--- src/tmc_pkg.sv ---
// Package for the transmitter mode controller: register map, field
// positions, reset values, timing counts and carrier types.
// Assumes a 100 MHz system clock and a 32-bit AXI4-Lite register bus.
package tmc_pkg;

  // ==========================================================
  // Clock and timing
  // ==========================================================
  localparam longint CLK_HZ       = 100_000_000;
  localparam longint AUTO_STBY_S  = 10;              // Modulation loss time, seconds
  localparam longint AUTO_STBY_CYC = AUTO_STBY_S * CLK_HZ;
  localparam int     CNT_W        = 30;

  // ==========================================================
  // Register offsets (byte addresses)
  // ==========================================================
  localparam logic [7:0] OFS_CTRL = 8'h00;
  localparam logic [7:0] OFS_CMD  = 8'h04;
  localparam logic [7:0] OFS_STAT = 8'h08;
  localparam logic [7:0] OFS_IRQS = 8'h0C;
  localparam logic [7:0] OFS_IRQM = 8'h10;

  // ==========================================================
  // Field positions
  // ==========================================================
  localparam int CTRL_AUTO_EN = 0;
  localparam int CMD_OPER     = 0;
  localparam int CMD_STBY     = 1;
  localparam int IRQ_W        = 5;
  localparam int EV_OPER      = 0;  // Operate entered
  localparam int EV_STBY      = 1;  // Standby entered
  localparam int EV_MUTE      = 2;  // Mute applied
  localparam int EV_REFUSE    = 3;  // Operate request refused
  localparam int EV_AUTO      = 4;  // Automatic standby taken

  // ==========================================================
  // Reset values and responses
  // ==========================================================
  localparam logic [31:0] CTRL_RST = 32'h0000_0000;
  localparam logic [4:0]  IRQM_RST = 5'h00;
  localparam logic [1:0]  RESP_OK  = 2'h0;
  localparam logic [1:0]  RESP_ERR = 2'h2;

  // ==========================================================
  // Types
  // ==========================================================
  typedef enum logic {ST_STBY, ST_OPER} tmc_mode_e;

  typedef struct packed {
    logic [7:0]  awaddr;
    logic        awvalid;
    logic [31:0] wdata;
    logic [3:0]  wstrb;
    logic        wvalid;
    logic        bready;
    logic [7:0]  araddr;
    logic        arvalid;
    logic        rready;
  } tmc_axi_req_s;

  typedef struct packed {
    logic        awready;
    logic        wready;
    logic [1:0]  bresp;
    logic        bvalid;
    logic        arready;
    logic [31:0] rdata;
    logic [1:0]  rresp;
    logic        rvalid;
  } tmc_axi_rsp_s;

  // Pins from remote lines, front panel and module sensors
  typedef struct packed {
    logic rmt_oper_n;   // Remote operate line, low = request
    logic rmt_stby_n;   // Remote standby line, low = request
    logic operate_menu_selection;
    logic standby_key;
    logic upc_unlock;
    logic upc_absent;
    logic ifp_absent;
    logic pa_overtemp;  // Heatsink above 78 C
    logic pa_ilk_high;  // Amplifier not installed
    logic rf_ilk_open;  // RF system loop open
    logic mod_present;  // Modulation reported present
  } tmc_pins_s;

  typedef struct packed {
    logic operate;      // Top-level mode is operate
    logic mute;         // Operate with RF held off
    logic pa_enable;    // Output amplifier enable
    logic sup32_enable; // 32 VDC supply section enable
    logic ifp_mute;     // IF processor mute
  } tmc_ctl_s;

endpackage : tmc_pkg

--- src/tmc_mode_ctrl.sv ---
// Transmitter mode controller: operate/standby mode, mute sub-state,
// operate inhibits, automatic standby and an AXI4-Lite register slave.
// Assumes pins arrive asynchronously; the AXI master shares CLK_SYS_I.
//
// Summary of operation
// RQ1 - Always exactly one mode: operate or standby.
// RQ2 - Mute stays in operate, 32 VDC on, IF processor muted.
// RQ3 - Mute while in operate on upconverter unlock or missing modules.
// RQ4 - Remote operate line low requests operate.
// RQ5 - Front-panel operate selection requests operate.
// RQ6 - Serial operate command requests operate.
// RQ7 - No operate entry while heatsink above 78 C.
// RQ8 - No operate entry while any mute fault is present.
// RQ9 - No operate entry while amplifier interlock is high.
// RQ10 - Standby keeps the output amplifier disabled.
// RQ11 - Remote standby line low enters standby.
// RQ12 - Front-panel standby key enters standby.
// RQ13 - Serial standby command enters standby.
// RQ14 - Auto-standby after ten seconds of continuous modulation loss.
// RQ15 - Return to operate by itself when modulation comes back.
// RQ16 - Operation permitted only while RF interlock loop is closed.
// RQ17 - Mute whenever RF interlock loop is open.
// RQ18 - No menu operate while faults present or remote standby held.
// RQ19 - Standby wins over operate in the same cycle.
module tmc_mode_ctrl #(
  parameter longint AUTO_CYC = tmc_pkg::AUTO_STBY_CYC
) (
  input  wire logic                  CLK_SYS_I,
  input  wire logic                  SYS_RST_I,
  input  wire tmc_pkg::tmc_pins_s    PINS_I,
  input  wire tmc_pkg::tmc_axi_req_s AXI_REQ_I,
  output tmc_pkg::tmc_axi_rsp_s      AXI_RSP_O,
  output tmc_pkg::tmc_ctl_s          CTL_O,
  output logic                       IRQ_O
);

  // ==========================================================
  // Pin synchronisers
  // ==========================================================
  tmc_pkg::tmc_pins_s pin_m_r;
  tmc_pkg::tmc_pins_s pin_s_r;
  logic               op_key_d_r;
  logic               sb_key_d_r;

  // Two flops on every pin; idle levels keep reset quiet
  always_ff @(posedge CLK_SYS_I) begin
    if (SYS_RST_I) begin
      pin_m_r <= '{rmt_oper_n: 1'b1, rmt_stby_n: 1'b1, default: 1'b0};
      pin_s_r <= '{rmt_oper_n: 1'b1, rmt_stby_n: 1'b1, default: 1'b0};
    end else begin
      pin_m_r <= PINS_I;
      pin_s_r <= pin_m_r;
    end
  end

  // Key edge detect looks only at the second stage
  always_ff @(posedge CLK_SYS_I) begin
    if (SYS_RST_I) begin
      op_key_d_r <= 1'b0;
      sb_key_d_r <= 1'b0;
    end else begin
      op_key_d_r <= pin_s_r.operate_menu_selection;
      sb_key_d_r <= pin_s_r.standby_key;
    end
  end

  // ==========================================================
  // Registers and bus decode signals
  // ==========================================================
  localparam int IRQ_W_L = tmc_pkg::IRQ_W;
  logic [31:0]         ctrl_r;
  logic [IRQ_W_L-1:0]  irq_stat_r;
  logic [IRQ_W_L-1:0]  irq_stat_nxt;
  logic [IRQ_W_L-1:0]  irq_mask_r;
  logic [IRQ_W_L-1:0]  events;
  logic                cmd_oper;
  logic                cmd_stby;
  logic                aw_hold_r;
  logic                w_hold_r;
  logic [7:0]          aw_addr_r;
  logic [31:0]         w_data_r;
  logic [3:0]          w_strb_r;
  logic                wr_go;
  logic                wr_hit;

  // Byte-lane merge of a write into an old word
  function automatic logic [31:0] merge(input logic [31:0] old_v,
                                        input logic [31:0] new_v,
                                        input logic [3:0]  strb);
    logic [31:0] res;
    res = old_v;
    for (int i = 0; i < 4; i++) begin
      if (strb[i]) begin
        res[i*8 +: 8] = new_v[i*8 +: 8];
      end
    end
    return res;
  endfunction : merge

  // Address decode, shared by read and write paths
  function automatic logic mapped(input logic [7:0] a);
    return (a == tmc_pkg::OFS_CTRL) || (a == tmc_pkg::OFS_CMD) ||
           (a == tmc_pkg::OFS_STAT) || (a == tmc_pkg::OFS_IRQS) ||
           (a == tmc_pkg::OFS_IRQM);
  endfunction : mapped

  // ==========================================================
  // Mode logic
  // ==========================================================
  tmc_pkg::tmc_mode_e  mode_r;
  tmc_pkg::tmc_mode_e  mode_nxt;
  logic                auto_r;
  logic                auto_nxt;
  localparam int CNT_W_L = tmc_pkg::CNT_W;
  logic [CNT_W_L-1:0]  loss_cnt_r;
  logic                mute_flt;
  logic                inhibit;
  logic                rmt_stby;
  logic                sb_req;
  logic                op_req;
  logic                loss_done;
  logic                refuse;

  // Counter end point, cut to the counter width on purpose
  localparam logic [CNT_W_L-1:0] LOSS_LAST = CNT_W_L'(AUTO_CYC - 1);

  assign rmt_stby = ~pin_s_r.rmt_stby_n;
  assign mute_flt = pin_s_r.upc_unlock | pin_s_r.upc_absent
                  | pin_s_r.ifp_absent;                        // [RQ3]
  // Any of these keeps the transmitter out of operate
  assign inhibit  = pin_s_r.pa_overtemp                        // [RQ7]
                  | mute_flt                                   // [RQ8]
                  | pin_s_r.pa_ilk_high                        // [RQ9]
                  | pin_s_r.rf_ilk_open;                       // [RQ16]

  // Standby sources: remote level, panel key edge, serial write
  assign sb_req = rmt_stby                                     // [RQ11]
                | (pin_s_r.standby_key & ~sb_key_d_r)          // [RQ12]
                | cmd_stby;                                    // [RQ13]

  // Panel request also blocked by a held remote standby line
  assign op_req = ~pin_s_r.rmt_oper_n                          // [RQ4]
                | (pin_s_r.operate_menu_selection & ~op_key_d_r
                   & ~rmt_stby)                                // [RQ5] [RQ18]
                | cmd_oper;                                    // [RQ6]

  assign loss_done = (loss_cnt_r == LOSS_LAST);

  // Next mode; a single enum register can only hold one mode
  always_comb begin                                            // [RQ1]
    mode_nxt = mode_r;
    auto_nxt = auto_r;
    refuse   = 1'b0;
    unique case (mode_r)
      tmc_pkg::ST_OPER: begin
        if (sb_req) begin
          mode_nxt = tmc_pkg::ST_STBY;
          auto_nxt = 1'b0;
        end else if (loss_done) begin
          mode_nxt = tmc_pkg::ST_STBY;                         // [RQ14]
          auto_nxt = 1'b1;
        end
      end
      tmc_pkg::ST_STBY: begin
        if (sb_req) begin
          auto_nxt = 1'b0;                                     // [RQ19]
          refuse   = op_req;
        end else if (op_req || (auto_r && pin_s_r.mod_present)) begin
          if (inhibit) begin
            refuse = op_req;                                   // [RQ7] [RQ8] [RQ9]
          end else begin
            mode_nxt = tmc_pkg::ST_OPER;                       // [RQ15]
            auto_nxt = 1'b0;
          end
        end
      end
    endcase
  end

  // Mode register
  always_ff @(posedge CLK_SYS_I) begin
    if (SYS_RST_I) begin
      mode_r <= tmc_pkg::ST_STBY;
      auto_r <= 1'b0;
    end else begin
      mode_r <= mode_nxt;
      auto_r <= auto_nxt;
    end
  end

  // Continuous modulation loss counter; any presence restarts it
  always_ff @(posedge CLK_SYS_I) begin
    if (SYS_RST_I) begin
      loss_cnt_r <= '0;
    end else if (mode_r != tmc_pkg::ST_OPER || pin_s_r.mod_present ||
                 !ctrl_r[tmc_pkg::CTRL_AUTO_EN] || loss_done) begin
      loss_cnt_r <= '0;
    end else begin
      loss_cnt_r <= loss_cnt_r + CNT_W_L'(1);                  // [RQ14]
    end
  end

  // ==========================================================
  // Control outputs, all registered from next-state values
  // ==========================================================
  logic oper_nxt;
  logic mute_nxt;

  assign oper_nxt = (mode_nxt == tmc_pkg::ST_OPER);
  // Mute is a sub-state of operate only
  assign mute_nxt = oper_nxt & (mute_flt                       // [RQ3]
                  | pin_s_r.rf_ilk_open);                      // [RQ17]

  always_ff @(posedge CLK_SYS_I) begin
    if (SYS_RST_I) begin
      CTL_O <= '{ifp_mute: 1'b1, default: 1'b0};
    end else begin
      CTL_O.operate      <= oper_nxt;
      CTL_O.mute         <= mute_nxt;
      CTL_O.sup32_enable <= oper_nxt;                          // [RQ2]
      CTL_O.ifp_mute     <= ~oper_nxt | mute_nxt;              // [RQ2]
      CTL_O.pa_enable    <= oper_nxt;                          // [RQ10]
    end
  end

  // ==========================================================
  // Interrupt status, mask and output
  // ==========================================================
  always_comb begin
    events = '0;
    events[tmc_pkg::EV_OPER]   = oper_nxt & (mode_r != tmc_pkg::ST_OPER);
    events[tmc_pkg::EV_STBY]   = ~oper_nxt & (mode_r == tmc_pkg::ST_OPER);
    events[tmc_pkg::EV_MUTE]   = mute_nxt & ~CTL_O.mute;
    events[tmc_pkg::EV_REFUSE] = refuse;
    events[tmc_pkg::EV_AUTO]   = auto_nxt & ~auto_r;
  end

  // Write-one-to-clear; a new event wins over a clear
  always_comb begin
    irq_stat_nxt = irq_stat_r;
    if (wr_go && aw_addr_r == tmc_pkg::OFS_IRQS && w_strb_r[0]) begin
      irq_stat_nxt = irq_stat_r & ~w_data_r[IRQ_W_L-1:0];
    end
    irq_stat_nxt = irq_stat_nxt | events;
  end

  always_ff @(posedge CLK_SYS_I) begin
    if (SYS_RST_I) begin
      irq_stat_r <= '0;
      IRQ_O      <= 1'b0;
    end else begin
      irq_stat_r <= irq_stat_nxt;
      IRQ_O      <= |(irq_stat_nxt & irq_mask_r);
    end
  end

  // ==========================================================
  // AXI4-Lite write channel
  // ==========================================================
  assign wr_go  = aw_hold_r & w_hold_r & ~AXI_RSP_O.bvalid;
  assign wr_hit = mapped(aw_addr_r) && aw_addr_r != tmc_pkg::OFS_STAT;
  assign cmd_oper = wr_go && aw_addr_r == tmc_pkg::OFS_CMD && w_strb_r[0]
                    && w_data_r[tmc_pkg::CMD_OPER];
  assign cmd_stby = wr_go && aw_addr_r == tmc_pkg::OFS_CMD && w_strb_r[0]
                    && w_data_r[tmc_pkg::CMD_STBY];

  // Address and data captured in either order, one write at a time
  always_ff @(posedge CLK_SYS_I) begin
    if (SYS_RST_I) begin
      aw_hold_r         <= 1'b0;
      w_hold_r          <= 1'b0;
      aw_addr_r         <= '0;
      w_data_r          <= '0;
      w_strb_r          <= '0;
      AXI_RSP_O.awready <= 1'b0;
      AXI_RSP_O.wready  <= 1'b0;
      AXI_RSP_O.bvalid  <= 1'b0;
      AXI_RSP_O.bresp   <= tmc_pkg::RESP_OK;
    end else begin
      AXI_RSP_O.awready <= ~aw_hold_r & ~AXI_RSP_O.awready;
      AXI_RSP_O.wready  <= ~w_hold_r & ~AXI_RSP_O.wready;
      if (AXI_REQ_I.awvalid && AXI_RSP_O.awready) begin
        aw_hold_r         <= 1'b1;
        aw_addr_r         <= AXI_REQ_I.awaddr;
        AXI_RSP_O.awready <= 1'b0;
      end
      if (AXI_REQ_I.wvalid && AXI_RSP_O.wready) begin
        w_hold_r         <= 1'b1;
        w_data_r         <= AXI_REQ_I.wdata;
        w_strb_r         <= AXI_REQ_I.wstrb;
        AXI_RSP_O.wready <= 1'b0;
      end
      if (wr_go) begin
        AXI_RSP_O.bvalid <= 1'b1;
        AXI_RSP_O.bresp  <= wr_hit ? tmc_pkg::RESP_OK : tmc_pkg::RESP_ERR;
      end
      // Hold both captures until the response is taken
      if (AXI_RSP_O.bvalid && AXI_REQ_I.bready) begin
        AXI_RSP_O.bvalid <= 1'b0;
        aw_hold_r        <= 1'b0;
        w_hold_r         <= 1'b0;
      end
    end
  end

  // Writable control and mask registers
  always_ff @(posedge CLK_SYS_I) begin
    if (SYS_RST_I) begin
      ctrl_r     <= tmc_pkg::CTRL_RST;
      irq_mask_r <= tmc_pkg::IRQM_RST;
    end else if (wr_go) begin
      if (aw_addr_r == tmc_pkg::OFS_CTRL) begin
        ctrl_r <= merge(ctrl_r, w_data_r, w_strb_r) & 32'h0000_0001;
      end
      if (aw_addr_r == tmc_pkg::OFS_IRQM && w_strb_r[0]) begin
        irq_mask_r <= w_data_r[IRQ_W_L-1:0];
      end
    end
  end

  // ==========================================================
  // AXI4-Lite read channel
  // ==========================================================
  logic [31:0] rd_word;

  // Status word: mode, mute, auto flag, inhibit and raw faults
  always_comb begin
    rd_word = 32'h0000_0000;
    unique case (AXI_REQ_I.araddr)
      tmc_pkg::OFS_CTRL: rd_word = ctrl_r;
      tmc_pkg::OFS_STAT: rd_word = {22'h000000, pin_s_r.mod_present,
                                    pin_s_r.rf_ilk_open, pin_s_r.pa_ilk_high,
                                    pin_s_r.pa_overtemp, mute_flt, inhibit,
                                    rmt_stby, auto_r, CTL_O.mute,
                                    CTL_O.operate};
      tmc_pkg::OFS_IRQS: rd_word = {27'h0000000, irq_stat_r};
      tmc_pkg::OFS_IRQM: rd_word = {27'h0000000, irq_mask_r};
      default:           rd_word = 32'h0000_0000;
    endcase
  end

  // One read at a time; answer one cycle after address is taken
  always_ff @(posedge CLK_SYS_I) begin
    if (SYS_RST_I) begin
      AXI_RSP_O.arready <= 1'b0;
      AXI_RSP_O.rvalid  <= 1'b0;
      AXI_RSP_O.rdata   <= '0;
      AXI_RSP_O.rresp   <= tmc_pkg::RESP_OK;
    end else begin
      AXI_RSP_O.arready <= ~AXI_RSP_O.rvalid & ~AXI_RSP_O.arready
                           & ~AXI_REQ_I.arvalid;
      if (AXI_REQ_I.arvalid && !AXI_RSP_O.rvalid && !AXI_RSP_O.arready) begin
        AXI_RSP_O.arready <= 1'b1;
      end
      if (AXI_REQ_I.arvalid && AXI_RSP_O.arready) begin
        AXI_RSP_O.arready <= 1'b0;
        AXI_RSP_O.rvalid  <= 1'b1;
        AXI_RSP_O.rdata   <= rd_word;
        AXI_RSP_O.rresp   <= mapped(AXI_REQ_I.araddr) ? tmc_pkg::RESP_OK
                                                       : tmc_pkg::RESP_ERR;
      end
      if (AXI_RSP_O.rvalid && AXI_REQ_I.rready) begin
        AXI_RSP_O.rvalid <= 1'b0;
      end
    end
  end

endmodule : tmc_mode_ctrl

--- config.mk ---
export PLATFORM = sky130hd
export DESIGN_NAME = tmc_mode_ctrl
export DESIGN_NICKNAME = d
export VERILOG_FILES = /design/src/tmc_pkg.sv /design/src/tmc_mode_ctrl.sv
export SDC_FILE = /design/constraint.sdc
export NUM_CORES = 1
export LEC_CHECK = 0
export BUFFER_PORTS_ARGS = -buffer_cell sky130_fd_sc_hd__buf_2
export CORE_UTILIZATION = 56
export CTS_BUF_LIST = sky130_fd_sc_hd__clkbuf_4 sky130_fd_sc_hd__clkbuf_8 sky130_fd_sc_hd__clkbuf_16
export DETAILED_ROUTE_END_ITERATION = 10
export GPL_ROUTABILITY_DRIVEN = 0
export MAX_ROUTING_LAYER = met4
export PLACE_DENSITY_LB_ADDON = 0.1
export SLEW_MARGIN = 20
export SYNTH_ARGS = -nofsm -noshare
export SYNTH_HDL_FRONTEND = slang
export SYNTH_SLANG_ARGS = --single-unit
--- constraint.sdc ---
create_clock -name CLK_SYS_I -period 3.6 [get_ports CLK_SYS_I]
set_input_delay 0.36 -clock CLK_SYS_I [delete_from_list [all_inputs] [get_ports CLK_SYS_I]]
set_output_delay 0.36 -clock CLK_SYS_I [all_outputs]
set_load 0.1 [all_outputs]
==> results of run 1 <==
worst min path at each step:
| stage | start | endpoint | slack (ns) | cells after the start |
|---|---|---|---|---|
| finish | PINS_I[10] | pin_m_r[10] | 0.17 | 2 |
| global route | PINS_I[10] | pin_m_r[10] | 0.13 | 2 |
| CTS | PINS_I[10] | pin_m_r[10] | 0.15 | 2 |
| detailed placement | pin_m_r[9] | pin_s_r[9] | 0.39 | 1 |
| global placement | pin_m_r[10] | pin_s_r[10] | 0.39 | 1 |
| floorplan | pin_m_r[10] | pin_s_r[10] | 0.39 | 1 |
routing by layer:
| layer | share of wire (%) | vias up | GRT usage [%] |
|---|---|---|---|
| li1 | - | 1681 | - |
| met1 | 44 | 1503 | 25.1 |
| met4 | 1.4 | 0 | 6.64 |
| met5 | 0 | - | - |
| met3 | 3.7 | 10 | 6.00 |
| met2 | 51 | 70 | 37.9 |
registers in the layout, indices dropped and copies added (netlist names):
name,count
loss_cnt_r,30
AXI_RSP_O,17
pin_m_r,11
pin_s_r,11
aw_addr_r,8
irq_mask_r,5
irq_stat_r,5
w_data_r,5
CTL_O,3
IRQ_O,1
auto_r,1
aw_hold_r,1
ctrl_r,1
op_key_d_r,1
sb_key_d_r,1
w_hold_r,1
w_strb_r,1
power by group:
| group | switching (mW) | internal, mW | total, mW | leakage, nW |
|---|---|---|---|---|
| Sequential | 0.0242 | 1.17 | 1.19 | 0.838 |
| Combinational | 0.228 | 0.0520 | 0.280 | 0.953 |
| Clock | 0.423 | 0.274 | 0.698 | 0.0974 |
| Total | 0.675 | 1.50 | 2.17 | 1.89 |
Yosys cell counts (2+ instances only):
library cell / n
a211oi_1: 4
a21oi_1: 28
a22oi_1: 6
a31oi_1: 2
and3_1: 3
buf_1: 4
buf_4: 27
clkbuf_1: 14
dfxtp_1: 103
inv_1: 17
mux2i_1: 11
nand2_1: 44
nand3_1: 36
nand4_1: 7
nand4b_1: 2
nor2_1: 58
nor2_2: 2
nor2b_1: 22
nor3_1: 10
nor4_1: 2
nor4_4: 2
nor4b_1: 2
nor4bb_1: 3
o211ai_1: 2
o21ai_0: 6
o2bb2ai_1: 4
or2_2: 5
xnor2_1: 12
xor2_1: 16
final cells by class:
| class | count | area [um^2] |
|---|---|---|
| Sequential cell | 103 | 2060 |
| Fill cell | 643 | 2580 |
| Clock buffer | 9 | 124 |
| Clock inverter | 7 | 72.6 |
| Tap cell | 99 | 124 |
| Timing Repair Buffer | 64 | 325 |
| Inverter | 17 | 63.8 |
| Multi-Input combinational cell | 338 | 1980 |
cells in the final DEF (no fill, tap or decap), types with 2 or more instances in the layout:
master,count
nor4_4,2
clkbuf_8,9
nand2_1,44
nor3_1,10
nor2_1,58
o211ai_1,2
a21oi_1,28
nand3_1,36
inv_6,3
o2bb2ai_1,4
nand4b_1,2
nor2b_1,22
inv_8,2
nor4_1,2
o21ai_0,6
nand4_1,7
xnor2_1,12
buf_2,62
a31oi_1,2
or2_2,5
mux2i_1,11
conb_1,24
nor4bb_1,3
dfxtp_1,103
xor2_1,16
a22oi_1,6
inv_1,17
buf_4,2
a211oi_1,4
and3_1,3
nor2_2,2
nor4b_1,2
through the flow:
stage,cells,area [um^2]
floorplan,503,4370
global placement,621,4550
CTS,637,4750
global route,637,4750
finish,637,4750
detailed placement,621,4550
cell families after synthesis:
logic type               Yosys count
XOR/XNOR                          28
other                              1
adder cells (fa/ha/maj)            1
buffers and inverters             62
multiplexers                      12
AND/OR/NAND/NOR                  210
flip-flops                       103
AO/OA/AOI/OAI                     63
==> flow_metrics.tcl, run 1 <==
set metrics [dict create \
    drcViolationCount 0 \
    synth_edf_count 0 \
    netlist_area_um2 4290 \
    drt-initial-drc-count 114 \
    clock_sinks 103 \
    drv_slew 0 \
    finalClockSkew_ns 0.0112 \
    dp_hpwl_um 5980 \
    p_leak_nw 1.89 \
    clockRootBuffer "clkbuf_8" \
    cp-start-kind "flip-flop" \
    finalCriticalPeriod_ns 2.13 \
    synth_area_leader_cell "dfxtp_1" \
    synth-compound-area-share_pct 9.49 \
    grt_overflow 0 \
    worst_pin_slew_ns 0.559 \
    clock.fmax_mhz 468 \
    viasPerCell 5.12 \
    die_w_um 89.5 \
    worst-path-buf-inv 0 \
    finalSetupTns_ns 0 \
    crit_chain "nor3_1 > nand4_1 > a311o_1 > a21bo_2 > nor3b_2 > and2b_1" \
    fp.dieArea_um2 8010 \
    start_util_pct 58.5 \
    die_height_um 89.5 \
    min_path_type "primary input to flip-flop" \
    cp.depth 6 \
    cellPowerDensity_nw_per_um2 457 \
    grt_pass1_vias 2986 \
    ant_nets 0 \
    num_rows 31 \
    synthMuxAreaShare_pct 2.83 \
    synth_warnings 0 \
    drt_wl_total_um 8050 \
    io_buffers 62 \
    diodes 0 \
    ys_ff_latch 103 \
    synth_cell_types 55 \
    synthFlopType "dfxtp_1" \
    cp_data_arrival_time_ns 2.44 \
    clk_latency_ns 0.36 \
    ctsResizeCount 0 \
    cp_max_fo 4 \
    synthAdderAreaFrac_pct 0.292 \
    dp_slack_ns 1.38 \
    synth_top_cells_by_area "dfxtp_1 48%, nor2_1 5.1%, buf_4 4.7%" \
    drv_cap 0 \
    io_pins 117 \
    track_usage_pct 22.1 \
    hold_viol 0 \
    antenna_found_initial 0 \
    wl_per_cell_um 12.6 \
    design_power_total_mw 2.17 \
    reg2regPathDepth 6 \
    drive_gt1_share_pct 18.0 \
    core_region_area_um2 7330 \
    slew_headroom_pct 62.4 \
    final.period_utilization_pct 59.3 \
    async_flop_share_pct 0 \
    syn_inst 480 \
    r2r_slack_ns 1.47 \
    r2r-end "CTL_O[3]" \
    cpPeakStageDelay_ns 0.49 \
    cts_buffers 9 \
    rsz0062_at_grt "false" \
    vias 3264 \
    synth_simple_gate_area_share_pct 25.7 \
    layout.nets 604 \
    clk_path_buf_depth 2 \
    synth_xor_area_share_pct 5.72 \
    cts_setup_buffers 0 \
    clkTransAtPathRegs_ns 0.11 \
    dr.pass1.iters 5 \
    htreeDepth 3 \
    crit_path_end_kind "flip-flop" \
    crit_path_top_delay_cell "nor3_1" \
    cp-startpoint "aw_addr_r[0]" \
    synthToLayoutAreaGrowth_pct 10.8 \
    cts_tree "yes" \
    irDropWorstVdd_mv 0.296 \
    grt_max_degree 46 \
    status "complete, no violations" \
    critPathTopFamily "simple AND/OR/NAND/NOR gates" \
    cp-endpoint "CTL_O[3]" \
    setup_ws_ns 1.47 \
    seq_area_frac_synth_pct 48.1 \
    grt_pass1_wl_um 13200 \
    worstSetupPathType "flip-flop to flip-flop" \
    syn_avg_cell_area_um2 8.93 \
    setup_viol 0 \
    critPathRequiredTime_ns 3.91 \
    r2r_start "aw_addr_r[0]" \
    hold_ws_ns 0.170 \
    synth_top_family_by_area "simple AND/OR/NAND/NOR gates" \
    synth_top_area_share_pct 48.1 \
    cts.hold.buffers_added 0 \
    final_util_pct 64.8 \
]
Power figures use the tool's default switching activity.
==> run 2: changes to the inputs <==
- ABC_AREA: not set -> 1
- CORE_UTILIZATION: 56 -> 53
- clock period: 3.6 -> 2.2 ns (I/O delays scaled with it)
==> flow_metrics.tcl, run 2 <==
set metrics [dict create \
    clock_sinks 103 \
    ctsResizeCount 0 \
    final_util_pct 61.5 \
    clk_latency_ns 0.37 \
    largest_reg_flops 30 \
    seq_area_frac_synth_pct 44.6 \
    crit_path_end_kind "flip-flop" \
    layout_common_cells "113 x nor2_1, 103 x dfxtp_1, 100 x nand2_1" \
    clk_path_buf_depth 2 \
    clock.fmax_mhz 517 \
    drt_wl_total_um 9150 \
    r2r_start "loss_cnt_r[0]" \
    dp_slack_ns 0.267 \
    track_usage_pct 22.4 \
    p_leak_nw 2.16 \
    die_w_um 95.4 \
    synth_cell_types 39 \
    pwr-share-comb_pct 15.2 \
    fin_cells 801 \
    wl_per_cell_um 11.4 \
    status "complete, no violations" \
    setup_ws_ns 0.265 \
    syn_avg_cell_area_um2 7.36 \
    synth_edf_count 0 \
    grt_overflow 0 \
    cp-start-kind "flip-flop" \
    cts_buffers 9 \
    r2r_slack_ns 0.26 \
    finalSetupTns_ns 0 \
    synthFlopType "dfxtp_1" \
    seqPwrFrac_pct 54.3 \
    swShare_pct 32.4 \
    worst-path-buf-inv 2 \
    grt_pass1_wl_um 15600 \
    finalClockSkew_ns 0.00969 \
    worstSetupPathType "flip-flop to flip-flop" \
    slew_headroom_pct 52.4 \
    dr.pass1.iters 4 \
    htreeDepth 3 \
    irDropWorstVdd_mv 0.472 \
    cp_data_arrival_time_ns 2.20 \
    drive_gt1_share_pct 16.5 \
    drv_slew 0 \
    synth_top_area_share_pct 44.6 \
    async_flop_share_pct 0 \
    netlist_area_um2 4630 \
    min_path_type "primary input to flip-flop" \
    dp.cells 785 \
    cpPeakStageDelay_ns 0.36 \
    ant_nets 0 \
    core_region_area_um2 8340 \
    reg2regPathDepth 12 \
    critPathRequiredTime_ns 2.47 \
    power.share.clock_pct 30.5 \
    nFillCells 762 \
    cts_tree "yes" \
    holdPathStages 2 \
    ys_ff_latch 103 \
    grt_pass1_vias 3577 \
    drv_cap 0 \
    dp_hpwl_um 6870 \
    cts_setup_buffers 0 \
    largest_register "loss_cnt_r" \
    vias 3985 \
    synthMostInstantiatedCell "nor2_1" \
    final_common_cell "nor2_1" \
    p_int_mw 2.45 \
    start_util_pct 55.5 \
    clkTransAtPathRegs_ns 0.10 \
    synth_area_leader_cell "dfxtp_1" \
    drcViolationCount 0 \
    synthToLayoutAreaGrowth_pct 10.8 \
    num_rows 33 \
    r2r-end "loss_cnt_r[28]" \
    hp-start "PINS_I[10]" \
    grt_max_degree 38 \
    crit_chain "ha_1 > nand2_1 > nor2_4 > nand2_2 > inv_1 > nand3_1 > nor2_2 > nor2_4 > nand2_2 > buf_12 > a21oi_1 > o21a_1" \
    hold_ws_ns 0.0282 \
    setup_viol 0 \
    cp-startpoint "loss_cnt_r[0]" \
    synth_warnings 0 \
    whs_endpoint "pin_m_r[10]" \
    io_buffers 62 \
    die_height_um 95.4 \
    synth_top_cells_by_area "dfxtp_1 45%, nor2_1 9.2%, nand2_1 8.1%" \
    worst_pin_slew_ns 0.713 \
    rsz0062_at_grt "false" \
    syn_inst 629 \
    critPathTopFamily "simple AND/OR/NAND/NOR gates" \
    fp.dieArea_um2 9110 \
    clockRootBuffer "clkbuf_8" \
    drt-initial-drc-count 181 \
    cts.hold.buffers_added 0 \
    crit_path_top_delay_cell "dfxtp_1" \
    cp_max_fo 10 \
    io_pins 117 \
    top_regs "loss_cnt_r (30), AXI_RSP_O (17)" \
    finalCriticalPeriod_ns 1.94 \
    hold_viol 0 \
    layout.nets 762 \
    diodes 0 \
    yosys-top-cells-count "113 x nor2_1, 103 x dfxtp_1, 100 x nand2_1" \
    viasPerCell 4.98 \
    power_switching_mw 1.17 \
    final.period_utilization_pct 88.0 \
    cellPowerDensity_nw_per_um2 705 \
    antenna_found_initial 0 \
]
[run 2: cell types whose count changed after synthesis, moves of 6 or more]
cell | before | now
xnor2_1 | 12 | 1
xor2_1 | 16 | 5
a21oi_1 | 28 | 39
nor2_4 | 0 | 7
nor2_1 | 58 | 113
nor2b_1 | 22 | 0
o21ai_0 | 6 | 30
a22oi_1 | 6 | 0
inv_1 | 17 | 81
nand2_1 | 44 | 100
mux2i_1 | 11 | 0
[run 2: metal layers]
layer	GRT usage [%]	part of all wire [%]	vias up
met5	-	0	-
met4	8.08	1.6	0
met3	4.78	4.2	16
met2	34.9	45	94
met1	28.5	49	1788
li1	-	-	2087
[run 2: metrics by stage]
step | power, mW | area, um^2
after floorplan | 2.50 | 4710
after global placement | 2.55 | 4950
after detailed placement | 2.56 | 4950
after CTS | 3.66 | 5130
after global routing | 3.79 | 5130
final | 3.62 | 5130
[run 2: how the worst max path moves through the flow]
stage	to	slack [ns]	depth (start not counted)
6_report	loss_cnt_r[28]	0.26	12
5_1_grt	IRQ_O	0.09	14
4_1_cts	loss_cnt_r[28]	0.24	12
3_5_place_dp	loss_cnt_r[28]	0.27	12
3_3_place_gp	loss_cnt_r[23]	0.30	12
2_1_floorplan	IRQ_O	0.10	12
[run 2: logic make-up (layout without fill, tap and decap cells)]
family	count (synthesis)	after routing	synth area share, %
AO/OA/AOI/OAI	85	85	10.1
other	1	24	0.0810
flip-flops	103	103	44.6
XOR/XNOR	6	6	1.14
AND/OR/NAND/NOR	311	311	31.7
adder cells (fa/ha/maj)	1	1	0.270
buffers and inverters	122	166	12.2
[run 2: final cells by class]
| type | instances | area [um^2] | share of cell area [%] |
|---|---|---|---|
| Multi-Input combinational cell | 427 | 2090 | 40.7 |
| Sequential cell | 103 | 2060 | 40.2 |
| Timing Repair Buffer | 66 | 353 | 6.88 |
| Inverter | 84 | 315 | 6.15 |
| Tap cell | 105 | 131 | 2.56 |
| Clock buffer | 9 | 124 | 2.42 |
| Clock inverter | 7 | 56.3 | 1.10 |
[run 2: power groups by stage]
stage | registers, mW | logic, mW | clock network, mW
finish | 1.96 | 0.549 | 1.10
global route | 1.97 | 0.592 | 1.23
CTS | 1.96 | 0.550 | 1.14
detailed placement | 2.01 | 0.549 | 0
global placement | 2.00 | 0.543 | 0
floorplan | 2.12 | 0.381 | 0
